--- config.mk ---
export PLATFORM = sky130hd
export DESIGN_NAME = lfio_executor
export DESIGN_NICKNAME = d
export VERILOG_FILES = /design/src/core/lfio_pkg.sv /design/src/core/lfio_executor.sv /design/src/core/lfio_mask_merge.sv
export SDC_FILE = /design/constraint.sdc
export NUM_CORES = 1
export LEC_CHECK = 0
export BUFFER_PORTS_ARGS = -buffer_cell sky130_fd_sc_hd__buf_4
export CAP_MARGIN = 20
export CORE_MARGIN = 5
export CORE_UTILIZATION = 35
export DETAILED_ROUTE_END_ITERATION = 10
export SLEW_MARGIN = 0
export SYNTH_ARGS = -nofsm -noshare
export SYNTH_HDL_FRONTEND = slang
export SYNTH_SLANG_ARGS = --single-unit
--- constraint.sdc ---
create_clock -name clk_sys -period 1.95 [get_ports clk_sys]
set_input_delay 0 -clock clk_sys [delete_from_list [all_inputs] [get_ports clk_sys]]
set_output_delay 0 -clock clk_sys [all_outputs]
set_load 0.02 [all_outputs]
--- src/core/lfio_pkg.sv ---
/*
 Constants, enums and field layouts for the program-flow and immediate I/O
 executor. Shared by the executor and its masked transfer unit.
*/
package lfio_pkg;
    // ===================================================
    // Operation codes presented on the instruction port
    typedef enum logic [3:0] {
        LFIO_OP_NOP       = 4'b0000,
        LFIO_OP_ZONE      = 4'b0001,
        LFIO_OP_TMP_END   = 4'b0010,
        LFIO_OP_SUSPEND   = 4'b0011,
        LFIO_OP_IMM_IN    = 4'b0100,
        LFIO_OP_IMM_OUT   = 4'b0101,
        LFIO_OP_COIL      = 4'b0110,
        LFIO_OP_TIMER     = 4'b0111,
        LFIO_OP_JUMP_IN   = 4'b1000,
        LFIO_OP_FINAL_END = 4'b1001,
        LFIO_OP_CALL      = 4'b1010,
        LFIO_OP_RETURN    = 4'b1011
    } lfio_op_t;

    // ===================================================
    // Scan states
    typedef enum logic [1:0] {
        LFIO_ST_RUN     = 2'b00,
        LFIO_ST_IOUPD   = 2'b01,
        LFIO_ST_SUSPEND = 2'b10,
        LFIO_ST_FAULT   = 2'b11
    } lfio_state_t;

    // ===================================================
    // Widths and I/O geometry
    localparam int WORD_W      = 16;
    localparam int NEST_W      = 4;
    localparam int FILE_W      = 4;
    localparam int RUNG_W      = 10;
    localparam logic [FILE_W-1:0] MAIN_FILE     = 4'h2;
    localparam logic [FILE_W-1:0] FAULT_FILE    = 4'h3;
    localparam logic [FILE_W-1:0] COUNTER_FILE  = 4'h4;
    localparam logic [FILE_W-1:0] TIMED_FILE    = 4'h5;
    localparam logic [RUNG_W-1:0] FIRST_RUNG    = 10'h000;
    localparam logic [WORD_W-1:0] IN0_VALID_16  = 16'h03FF;
    localparam logic [WORD_W-1:0] IN0_VALID_32  = 16'hFFFF;
    localparam logic [WORD_W-1:0] IN1_VALID_32  = 16'h000F;
    localparam logic [WORD_W-1:0] OUT_VALID_16  = 16'h003F;
    localparam logic [WORD_W-1:0] OUT_VALID_32  = 16'h0FFF;
    localparam logic [WORD_W-1:0] WORD_ZERO     = 16'h0000;
    localparam logic [NEST_W-1:0] NEST_ZERO     = 4'h0;
    localparam logic [NEST_W-1:0] NEST_ONE      = 4'h1;
endpackage

--- src/core/lfio_executor.sv ---
/*
 Executor for zone output inhibit, temporary scan end, suspend trap and
 immediate masked input/output operations of a scanned ladder controller.
 Assumes an instruction sequencer presents one operation per cycle with its
 rung condition, and takes back the scan-restart requests made here.
*/
// Functional notes
// - Zone opener true: rungs in zone follow their own condition.
// - Zone opener false: non-retentive outputs in zone forced reset.
// - Rungs in an inhibited zone are still scanned, not skipped.
// - Non-retentive output resets whenever its rung is false.
// - Jump into a zone makes the zone active from the target.
// - Timers in a disabled zone stop operating.
// - True temporary end: stop file, update I/O, restart file 2 rung 0.
// - False temporary end: scanning continues to next end.
// - True temporary end abandons all subroutine nesting levels at once.
// - Temporary end in files 3, 4 or 5 raises a fault.
// - Suspend: idle mode, identifier to code word, all outputs off.
// - Immediate input copies masked word into image; later rungs see it.
// - Mask bit 1 passes source bit, 0 leaves destination unchanged.
// - Input bits existing depend on unit size; second word sets four bits, large unit only.
// - Immediate output copies masked image to outputs, scan resumes.
// - Only outputs 0-5 or 0-11 exist; other bits have no output.
`timescale 1ns/1ns
module lfio_executor
    import lfio_pkg::*;
(
    input  wire logic                        clk_sys,
    input  wire logic                        rst,
    input  wire logic                        bigUnit,
    input  wire logic                        opValid,
    input  wire lfio_pkg::lfio_op_t          opCode,
    input  wire logic                        rungTrue,
    input  wire logic                        opSelSecond,
    input  wire logic [lfio_pkg::WORD_W-1:0] opMask,
    input  wire logic [lfio_pkg::WORD_W-1:0] opSuspendId,
    input  wire logic [lfio_pkg::WORD_W-1:0] opBitSel,
    input  wire logic [lfio_pkg::FILE_W-1:0] curFile,
    input  wire logic                        ioUpdateDone,
    input  wire logic [lfio_pkg::WORD_W-1:0] firstInputWord,
    input  wire logic [lfio_pkg::WORD_W-1:0] secondInputWord,
    output logic      [lfio_pkg::WORD_W-1:0] inImage0_r,
    output logic      [lfio_pkg::WORD_W-1:0] inImage1_r,
    output logic      [lfio_pkg::WORD_W-1:0] outImage_r,
    output logic      [lfio_pkg::WORD_W-1:0] firstOutputWord_r,
    output logic      [lfio_pkg::WORD_W-1:0] suspendCodeWord_r,
    output logic                             zoneInhibit_r,
    output logic                             timerRun_r,
    output logic                             scanRestart_r,
    output logic      [lfio_pkg::FILE_W-1:0] restartFile_r,
    output logic      [lfio_pkg::RUNG_W-1:0] restartRung_r,
    output logic                             ioUpdateReq_r,
    output logic                             suspended_r,
    output logic                             fault_r,
    output logic      [lfio_pkg::NEST_W-1:0] nestDepth_r
);
    // ===================================================
    // State
    typedef struct packed {
        lfio_state_t         state;
        logic                inZone;
        logic                zoneInhibit;
        logic                timerRun;
        logic                scanRestart;
        logic [FILE_W-1:0]   restartFile;
        logic [RUNG_W-1:0]   restartRung;
        logic                ioUpdateReq;
        logic [NEST_W-1:0]   nestDepth;
        logic                suspended;
        logic                fault;
        logic [WORD_W-1:0]   inImage0;
        logic [WORD_W-1:0]   inImage1;
        logic [WORD_W-1:0]   outImage;
        logic [WORD_W-1:0]   outPhys;
        logic [WORD_W-1:0]   suspendCode;
    } lfio_st_t;

    lfio_st_t st_r;
    lfio_st_t st_nxt;

    logic [WORD_W-1:0] inValid;
    logic [WORD_W-1:0] outValid;
    logic [WORD_W-1:0] inSrc;
    logic [WORD_W-1:0] inDst;
    logic [WORD_W-1:0] inMerged;
    logic [WORD_W-1:0] outMerged;
    logic              effRung;
    logic              isRunOp;
    logic              isSysFile;

    // ===================================================
    // Masked transfer paths
    always_comb begin
        if (opSelSecond) begin
            inValid = bigUnit ? IN1_VALID_32 : WORD_ZERO;
            inSrc   = secondInputWord;
            inDst   = st_r.inImage1;
        end else begin
            inValid = bigUnit ? IN0_VALID_32 : IN0_VALID_16;
            inSrc   = firstInputWord;
            inDst   = st_r.inImage0;
        end
        outValid = bigUnit ? OUT_VALID_32 : OUT_VALID_16;
    end

    lfio_mask_merge u_in_merge (
        .srcWord    (inSrc),
        .dstWord    (inDst),
        .maskWord   (opMask),
        .validBits  (inValid),
        .mergedWord (inMerged)
    );

    lfio_mask_merge u_out_merge (
        .srcWord    (st_r.outImage),
        .dstWord    (st_r.outPhys),
        .maskWord   (opMask),
        .validBits  (outValid),
        .mergedWord (outMerged)
    );

    // ===================================================
    // Operation decode
    always_comb begin
        isRunOp   = opValid && (st_r.state == LFIO_ST_RUN);
        // Inhibited zone overrides the rung's own condition
        effRung   = rungTrue && !st_r.zoneInhibit;
        isSysFile = (curFile == FAULT_FILE) || (curFile == COUNTER_FILE) ||
                    (curFile == TIMED_FILE);
        st_nxt             = st_r;
        st_nxt.scanRestart = 1'b0;
        case (st_r.state)
            LFIO_ST_RUN: begin
                if (isRunOp) begin
                    case (opCode)
                        LFIO_OP_ZONE: begin
                            // Opener rung condition sets the inhibit, closer is
                            // unconditional; toggle opens or closes the single zone level
                            if (!st_r.inZone) begin
                                st_nxt.inZone      = 1'b1;
                                st_nxt.zoneInhibit = !rungTrue;
                            end else begin
                                st_nxt.inZone      = 1'b0;
                                st_nxt.zoneInhibit = 1'b0;
                            end
                        end
                        LFIO_OP_JUMP_IN: begin
                            st_nxt.inZone      = 1'b1;
                            st_nxt.zoneInhibit = 1'b0;
                        end
                        LFIO_OP_COIL: begin
                            // Still scanned: the coil bit is written
                            // from the inhibited condition
                            if (effRung) begin
                                st_nxt.outImage =
                                    st_r.outImage | opBitSel;
                            end else begin
                                st_nxt.outImage =
                                    st_r.outImage & ~opBitSel;
                            end
                        end
                        LFIO_OP_TIMER: begin
                            st_nxt.timerRun = effRung;
                        end
                        LFIO_OP_CALL: begin
                            if (rungTrue) begin
                                st_nxt.nestDepth = st_r.nestDepth + NEST_ONE;
                            end
                        end
                        LFIO_OP_RETURN: begin
                            if (rungTrue && st_r.nestDepth != NEST_ZERO) begin
                                st_nxt.nestDepth = st_r.nestDepth - NEST_ONE;
                            end
                        end
                        LFIO_OP_TMP_END: begin
                            if (isSysFile) begin
                                st_nxt.state = LFIO_ST_FAULT;
                                st_nxt.fault = 1'b1;
                            end else if (rungTrue) begin
                                st_nxt.nestDepth   = NEST_ZERO;
                                st_nxt.inZone      = 1'b0;
                                st_nxt.zoneInhibit = 1'b0;
                                st_nxt.ioUpdateReq = 1'b1;
                                st_nxt.state       = LFIO_ST_IOUPD;
                            end
                            // False rung: nothing, the scan goes on
                        end
                        LFIO_OP_FINAL_END: begin
                            st_nxt.nestDepth   = NEST_ZERO;
                            st_nxt.inZone      = 1'b0;
                            st_nxt.zoneInhibit = 1'b0;
                            st_nxt.ioUpdateReq = 1'b1;
                            st_nxt.state       = LFIO_ST_IOUPD;
                        end
                        LFIO_OP_SUSPEND: begin
                            // Identifier kept as raw signed 16 bits
                            st_nxt.suspendCode = opSuspendId;
                            st_nxt.outPhys     = WORD_ZERO;
                            st_nxt.state       = LFIO_ST_SUSPEND;
                            st_nxt.suspended   = 1'b1;
                        end
                        LFIO_OP_IMM_IN: begin
                            if (effRung) begin
                                // Mask is a resolved value here
                                if (opSelSecond) begin
                                    st_nxt.inImage1 = inMerged;
                                end else begin
                                    st_nxt.inImage0 = inMerged;
                                end
                            end
                        end
                        LFIO_OP_IMM_OUT: begin
                            if (effRung) begin
                                st_nxt.outPhys = outMerged;
                            end
                        end
                        default: begin
                            st_nxt.state = st_r.state;
                        end
                    endcase
                end
            end
            LFIO_ST_IOUPD: begin
                // Normal I/O scan waits on the sequencer's handshake
                if (ioUpdateDone) begin
                    st_nxt.ioUpdateReq = 1'b0;
                    st_nxt.outPhys     = st_r.outImage & outValid;
                    st_nxt.inImage0    = firstInputWord &
                        (bigUnit ? IN0_VALID_32 : IN0_VALID_16);
                    st_nxt.inImage1    = secondInputWord &
                        (bigUnit ? IN1_VALID_32 : WORD_ZERO);
                    st_nxt.scanRestart = 1'b1;
                    st_nxt.restartFile = MAIN_FILE;
                    st_nxt.restartRung = FIRST_RUNG;
                    st_nxt.state       = LFIO_ST_RUN;
                end
            end
            LFIO_ST_SUSPEND: begin
                st_nxt.outPhys = WORD_ZERO;
            end
            LFIO_ST_FAULT: begin
                st_nxt.outPhys = WORD_ZERO;
            end
            default: begin
                st_nxt.state = LFIO_ST_FAULT;
                st_nxt.fault = 1'b1;
            end
        endcase
    end

    // ===================================================
    // Registers
    always_ff @(posedge clk_sys) begin
        if (rst) begin
            st_r.state       <= LFIO_ST_RUN;
            st_r.inZone      <= 1'b0;
            st_r.zoneInhibit <= 1'b0;
            st_r.timerRun    <= 1'b0;
            st_r.scanRestart <= 1'b0;
            st_r.restartFile <= MAIN_FILE;
            st_r.restartRung <= FIRST_RUNG;
            st_r.ioUpdateReq <= 1'b0;
            st_r.nestDepth   <= NEST_ZERO;
            st_r.suspended   <= 1'b0;
            st_r.fault       <= 1'b0;
            st_r.inImage0    <= WORD_ZERO;
            st_r.inImage1    <= WORD_ZERO;
            st_r.outImage    <= WORD_ZERO;
            st_r.outPhys     <= WORD_ZERO;
            st_r.suspendCode <= WORD_ZERO;
        end else begin
            st_r <= st_nxt;
        end
    end

    // ===================================================
    // Outputs straight from the state flops
    assign inImage0_r        = st_r.inImage0;
    assign inImage1_r        = st_r.inImage1;
    assign outImage_r        = st_r.outImage;
    assign firstOutputWord_r = st_r.outPhys;
    assign suspendCodeWord_r = st_r.suspendCode;
    assign zoneInhibit_r     = st_r.zoneInhibit;
    assign timerRun_r        = st_r.timerRun;
    assign scanRestart_r     = st_r.scanRestart;
    assign restartFile_r     = st_r.restartFile;
    assign restartRung_r     = st_r.restartRung;
    assign ioUpdateReq_r     = st_r.ioUpdateReq;
    assign suspended_r       = st_r.suspended;
    assign fault_r           = st_r.fault;
    assign nestDepth_r       = st_r.nestDepth;
endmodule

--- src/core/lfio_mask_merge.sv ---
/*
 Per-bit masked merge of a source word into a destination word, limited to
 the bits that physically exist. Purely combinational.
*/
`timescale 1ns/1ns
module lfio_mask_merge
    import lfio_pkg::*;
(
    input  wire logic [lfio_pkg::WORD_W-1:0] srcWord,
    input  wire logic [lfio_pkg::WORD_W-1:0] dstWord,
    input  wire logic [lfio_pkg::WORD_W-1:0] maskWord,
    input  wire logic [lfio_pkg::WORD_W-1:0] validBits,
    output logic      [lfio_pkg::WORD_W-1:0] mergedWord
);
    // ===================================================
    // Merge, one bit per generate entry
    genvar gi;
    generate
        for (gi = 0; gi < WORD_W; gi++) begin : g_bit
            // Mask 1 on an existing bit passes the source, otherwise the destination is kept
            assign mergedWord[gi] = (maskWord[gi] && validBits[gi]) ?
                                    srcWord[gi] : dstWord[gi];
        end
    endgenerate
endmodule

==> report_table.html <==
<table>
<tr><th>Metric</th><th>Value</th></tr>
<tr><th colspan="2">Power</th></tr>
<tr><td>Relative contribution of sequential cells to total power</td><td>43.4%</td></tr>
<tr><td>Leakage power of the design</td><td>2.92 nW</td></tr>
<tr><td>Switching power summed over all nets</td><td>0.00107 W</td></tr>
<tr><td>Power density of the placed cells</td><td>658 mW/mm2</td></tr>
<tr><td>Peak supply drop</td><td>0.653 mV</td></tr>
<tr><td>Cell internal power dissipation</td><td>0.00324 W</td></tr>
<tr><td>Switching part of the total</td><td>24.7%</td></tr>
<tr><td>Combinational Power Share</td><td>14.9%</td></tr>
<tr><td>Clock share of power</td><td>41.7%</td></tr>
<tr><th colspan="2">Final layout</th></tr>
<tr><td>Fill count</td><td>1381</td></tr>
<tr><td>Fraction of final layout cells with drive strength greater than 1</td><td>27.7%</td></tr>
<tr><td>Final cell utilization of the core</td><td>46.8%</td></tr>
<tr><td>Final cell area excluding filler cells</td><td>0.00655 mm2</td></tr>
<tr><td>Final Net Count</td><td>844</td></tr>
<tr><td>Synth-to-layout area growth</td><td>30.1%</td></tr>
<tr><td>Final cell count without fillers</td><td>933</td></tr>
<tr><th colspan="2">Setup path</th></tr>
<tr><td>Nature of the critical path endpoint</td><td>register</td></tr>
<tr><td>Worst Setup Start Kind</td><td>register</td></tr>
<tr><td>Req. time, crit path</td><td>2.23 ns</td></tr>
<tr><td>Data arrival time at the worst-slack endpoint</td><td>2.03 ns</td></tr>
<tr><td>CP Max Fanout</td><td>10</td></tr>
<tr><td>Startpoint of the worst-slack reg-to-reg timing path</td><td>st_r[106]</td></tr>
<tr><td>Register-to-Register Path Depth</td><td>3</td></tr>
<tr><td>R2R Setup Slk</td><td>0.20 ns</td></tr>
<tr><td>Critical Setup Path Class</td><td>reg2reg</td></tr>
<tr><td>End of the worst register-to-register path</td><td>inImage1_r[14]</td></tr>
<tr><th colspan="2">Clock tree</th></tr>
<tr><td>Post CTS Setup Buffer Count</td><td>0</td></tr>
<tr><td>CTS Root Buffer Type</td><td>sky130_fd_sc_hd__clkbuf_16</td></tr>
<tr><td>Count of clock tree sinks</td><td>89</td></tr>
<tr><td>Buffer depth of the longest clock path</td><td>2</td></tr>
<tr><td>Cts bufs inserted</td><td>9</td></tr>
<tr><td>Level count of the clock H-tree</td><td>3</td></tr>
<tr><td>Post-CTS clock slew at the launch and capture registers of the worst setup and hold paths</td><td>0.06 ns</td></tr>
<tr><td>Later-pin clock latency in the skew report</td><td>0.34 ns</td></tr>
<tr><td>Clock tree from TritonCTS</td><td>done</td></tr>
<tr><th colspan="2">Logic synthesis</th></tr>
<tr><td>Cells after Synth</td><td>628</td></tr>
<tr><td>Mux contribution to synthesized area</td><td>6.96%</td></tr>
<tr><td>Commonest cells post-synth</td><td>sky130_fd_sc_hd__buf_4 (100), sky130_fd_sc_hd__nand2_1 (99), sky130_fd_sc_hd__dfxtp_1 (89)</td></tr>
<tr><td>Post-synthesis area per instance</td><td>8.01 um2</td></tr>
<tr><td>Cell with the most instances after synthesis</td><td>sky130_fd_sc_hd__buf_4</td></tr>
<tr><td>Synthesized-area fraction occupied by xor and xnor cells</td><td>0.522%</td></tr>
<tr><td>Yosys warnings</td><td>0</td></tr>
<tr><td>Mapped cell area</td><td>0.00503 mm2</td></tr>
<tr><td>Top area cells in the synthesized netlist</td><td>sky130_fd_sc_hd__dfxtp_1 (35%), sky130_fd_sc_hd__buf_4 (15%), sky130_fd_sc_hd__nand2_1 (7.4%)</td></tr>
<tr><td>Number of synthesized flops with an enable pin</td><td>0</td></tr>
<tr><td>Post-synthesis simple-gate area fraction</td><td>23.9%</td></tr>
<tr><td>Sequential share of the synthesized area</td><td>35.4%</td></tr>
<tr><td>Synthesized-area fraction occupied by ao, oa, aoi and oai cells</td><td>14.6%</td></tr>
<tr><td>Library cell occupying the most area in the post-synthesis netlist</td><td>sky130_fd_sc_hd__dfxtp_1</td></tr>
<tr><td>Dominant register cell in the synthesized netlist</td><td>sky130_fd_sc_hd__dfxtp_1</td></tr>
<tr><td>Share of synthesized flip-flops with an asynchronous set or reset</td><td>0%</td></tr>
<tr><td>Fraction of synthesized cell area taken by the top area cell type</td><td>35.4%</td></tr>
<tr><td>Netlist cell types</td><td>51</td></tr>
<tr><td>Dominant combinational cell family by area after synthesis</td><td>simple AND/OR/NAND/NOR gates</td></tr>
<tr><td>Total of flip-flops plus latches after synthesis</td><td>89</td></tr>
<tr><td>Fraction of the mapped netlist area in adder cells</td><td>0.497%</td></tr>
<tr><th colspan="2">Timing</th></tr>
<tr><td>Max-slew headroom</td><td>42.6%</td></tr>
<tr><td>Least-Margin Pin Slew</td><td>0.861 ns</td></tr>
<tr><td>Slew Limit Fails</td><td>0</td></tr>
<tr><td>Final setup slack of the worst path</td><td>0.197 ns</td></tr>
<tr><td>Number of setup violations in the final report</td><td>0</td></tr>
<tr><td>Clock tree skew after final layout</td><td>0.00781 ns</td></tr>
<tr><td>Fmax</td><td>571 MHz</td></tr>
<tr><td>Setup TNS after final layout</td><td>0 ns</td></tr>
<tr><td>Period Utilization, post-route</td><td>89.9%</td></tr>
<tr><td>Setup repair after global routing missed its margin</td><td>no</td></tr>
<tr><td>Time the final worst path needs with I/O delays and setup</td><td>1.75 ns</td></tr>
<tr><td>Count of endpoints failing hold in the final timing report</td><td>0</td></tr>
<tr><th colspan="2">Placement</th></tr>
<tr><td>Number of I/O port buffers</td><td>168</td></tr>
<tr><td>Post-Place Setup Slack</td><td>0.0644 ns</td></tr>
<tr><td>Placed wire-length estimate after detailed placement</td><td>11.1 mm</td></tr>
<tr><td>Placed standard-cell area</td><td>0.00583 mm2</td></tr>
<tr><td>Placer's final routability congestion estimate</td><td>0.825</td></tr>
<tr><td>Placed cells</td><td>876</td></tr>
<tr><th colspan="2">GRT</th></tr>
<tr><td>Met2 Resource Use GR</td><td>30.2%</td></tr>
<tr><td>Met1 Track Usage GR</td><td>21.6%</td></tr>
<tr><td>Number of global-route vias before repair</td><td>4680</td></tr>
<tr><td>Antenna violations before repair</td><td>0</td></tr>
<tr><td>Maximum number of pins on one net before global-route repair</td><td>35</td></tr>
<tr><td>Top Usage Layer GRT</td><td>met2</td></tr>
<tr><td>First-pass GRT wire length</td><td>23.9 mm</td></tr>
<tr><td>Overflow left after global routing</td><td>0</td></tr>
<tr><td>Met3 track demand over resource in global routing</td><td>6.55%</td></tr>
<tr><td>Global Route Usage Sum</td><td>18.1%</td></tr>
<tr><th colspan="2">Min path</th></tr>
<tr><td>Worst hold endpoint</td><td>outImage_r[9]</td></tr>
<tr><td>Hold Path Class</td><td>in2reg</td></tr>
<tr><td>Instance count along the most critical hold path</td><td>4</td></tr>
<tr><td>Worst hold start</td><td>opBitSel[9]</td></tr>
<tr><th colspan="2">Routing</th></tr>
<tr><td>Count of unresolved DRC violations after routing</td><td>0</td></tr>
<tr><td>Detail Route Antenna Nets</td><td>0</td></tr>
<tr><td>Final wirelength</td><td>15.1 mm</td></tr>
<tr><td>Average detailed-routed wire length per instance</td><td>16.2 um</td></tr>
<tr><td>Via/cell ratio</td><td>4.91</td></tr>
<tr><td>DRT Pass-1 Iters</td><td>4</td></tr>
<tr><td>Number of vias in the routed layout</td><td>4579</td></tr>
<tr><td>First-iteration detailed-routing DRC count</td><td>153</td></tr>
<tr><th colspan="2">Run</th></tr>
<tr><td>Total of max-cap violations</td><td>0</td></tr>
<tr><th colspan="2">Floorplanning</th></tr>
<tr><td>I/O Pins</td><td>199</td></tr>
<tr><td>Starting density of the core</td><td>36.0%</td></tr>
<tr><td>Die area</td><td>0.0169 mm2</td></tr>
<tr><td>Die Y</td><td>130 um</td></tr>
<tr><td>Std cell rows</td><td>43</td></tr>
<tr><td>Core Area</td><td>0.0140 mm2</td></tr>
<tr><td>Width of the die</td><td>130 um</td></tr>
<tr><th colspan="2">Run status</th></tr>
<tr><td>Outcome</td><td>finished, final reports clean</td></tr>
</table>
[through the flow]
step	total power, W	hold WS, ns
floorplan	0.00226	0.114
global placement	0.00247	0.249
detailed placement	0.00248	0.258
CTS	0.00438	0.00116
global route	0.00452	0.0235
finish	0.00431	0.0109
[how the worst max path moves through the flow]
| stage | endpoint | depth (start not counted) | startpoint | slack (ns) |
|---|---|---|---|---|
| after floorplan | outImage_r[6] | 8 | st_r[106] | 0.29 |
| after global placement | inImage0_r[13] | 6 | st_r[105] | 0.15 |
| after detailed placement | inImage0_r[5] | 6 | st_r[105] | 0.06 |
| after CTS | inImage0_r[5] | 6 | st_r[105] | 0.03 |
| after global routing | inImage0_r[12] | 4 | st_r[105] | 0.006 |
| final | inImage1_r[14] | 3 | st_r[106] | 0.20 |
[cell type report]
type | instances | area (um2) | share of cell area (%)
multi-input cells | 419 | 2420 | 36.9
repair buffers | 224 | 1790 | 27.4
flip-flops and latches | 89 | 1780 | 27.2
clock buffers | 14 | 274 | 4.19
well taps | 180 | 225 | 3.44
clock inverters | 2 | 35.0 | 0.535
inverters | 4 | 15.0 | 0.229
diodes | 1 | 2.50 | 0.0382
[flip-flops by register name, summed over array words and instances (netlist names)]
| register | cells |
|---|---|
| inImage1_r | 16 |
| outImage_r | 16 |
| st_r | 3 |
| scanRestart_r | 1 |
| ioUpdateReq_r | 1 |
| zoneInhibit_r | 1 |
| nestDepth_r | 4 |
| suspendCodeWord_r | 16 |
| fault_r | 1 |
| suspended_r | 1 |
| inImage0_r | 16 |
| firstOutputWord_r | 12 |
| timerRun_r | 1 |
[power groups by stage]
stage          sequential [W]  clock [W]  combinational, W
2_1_floorplan         0.00190          0          0.000361
3_3_place_gp          0.00191          0          0.000563
3_5_place_dp          0.00191          0          0.000576
4_1_cts               0.00187    0.00187          0.000642
5_1_grt               0.00187    0.00195          0.000702
6_report              0.00187    0.00180          0.000643
[cell families (layout without fill, tap and decap cells)]
| family | after synthesis | after routing |
|---|---|---|
| AOI/OAI and AO/OA | 117 | 117 |
| xor gates and xnor gates | 3 | 3 |
| adders and majority gates | 2 | 2 |
| buffers and inverters | 136 | 244 |
| DFF | 89 | 89 |
| muxes | 35 | 35 |
| other | 2 | 19 |
| and+or+nand+nor | 244 | 244 |
[what timing repair did]
| action | in CTS | in global routing |
|---|---|---|
| setup endpoints to repair | 0 | 22 |
| endpoints found under the hold margin | 40 | 0 |
| hold buffers | 40 | 0 |
| resized for setup | 0 | 2 |
[worst max-delay path: stages, from the launching register on]
cell	delay [ns]
sky130_fd_sc_hd__dfxtp_1	0.54
sky130_fd_sc_hd__nor2b_1	0.18
sky130_fd_sc_hd__a21oi_1	0.73
sky130_fd_sc_hd__and2_1	0.23
[cells in the final DEF (no fill, tap or decap), types with 4 or more instances in the layout]
cell type / instances
sky130_fd_sc_hd__a21oi_1: 32
sky130_fd_sc_hd__a311oi_1: 4
sky130_fd_sc_hd__nor3_1: 20
sky130_fd_sc_hd__conb_1: 18
sky130_fd_sc_hd__nand2_1: 99
sky130_fd_sc_hd__nand3b_1: 9
sky130_fd_sc_hd__dlygate4sd3_1: 40
sky130_fd_sc_hd__inv_1: 4
sky130_fd_sc_hd__o21ai_1: 9
sky130_fd_sc_hd__nor2_1: 47
sky130_fd_sc_hd__and2_1: 13
sky130_fd_sc_hd__a211oi_1: 14
sky130_fd_sc_hd__nor2b_1: 10
sky130_fd_sc_hd__nand3_1: 8
sky130_fd_sc_hd__dfxtp_1: 88
sky130_fd_sc_hd__o21ai_0: 29
sky130_fd_sc_hd__clkbuf_16: 9
sky130_fd_sc_hd__buf_4: 183
sky130_fd_sc_hd__a221oi_1: 10
sky130_fd_sc_hd__nand2b_1: 14
sky130_fd_sc_hd__mux2i_1: 35
sky130_fd_sc_hd__and3_1: 7
[metal layers]
metal	wire [um]	share of wire, %	vias up
met5	0	0	-
met4	228	1.5	0
met3	1260	8.3	14
met2	7380	49	142
met1	6270	41	2150
li1	-	-	2273
Power figures use the tool's default switching activity.
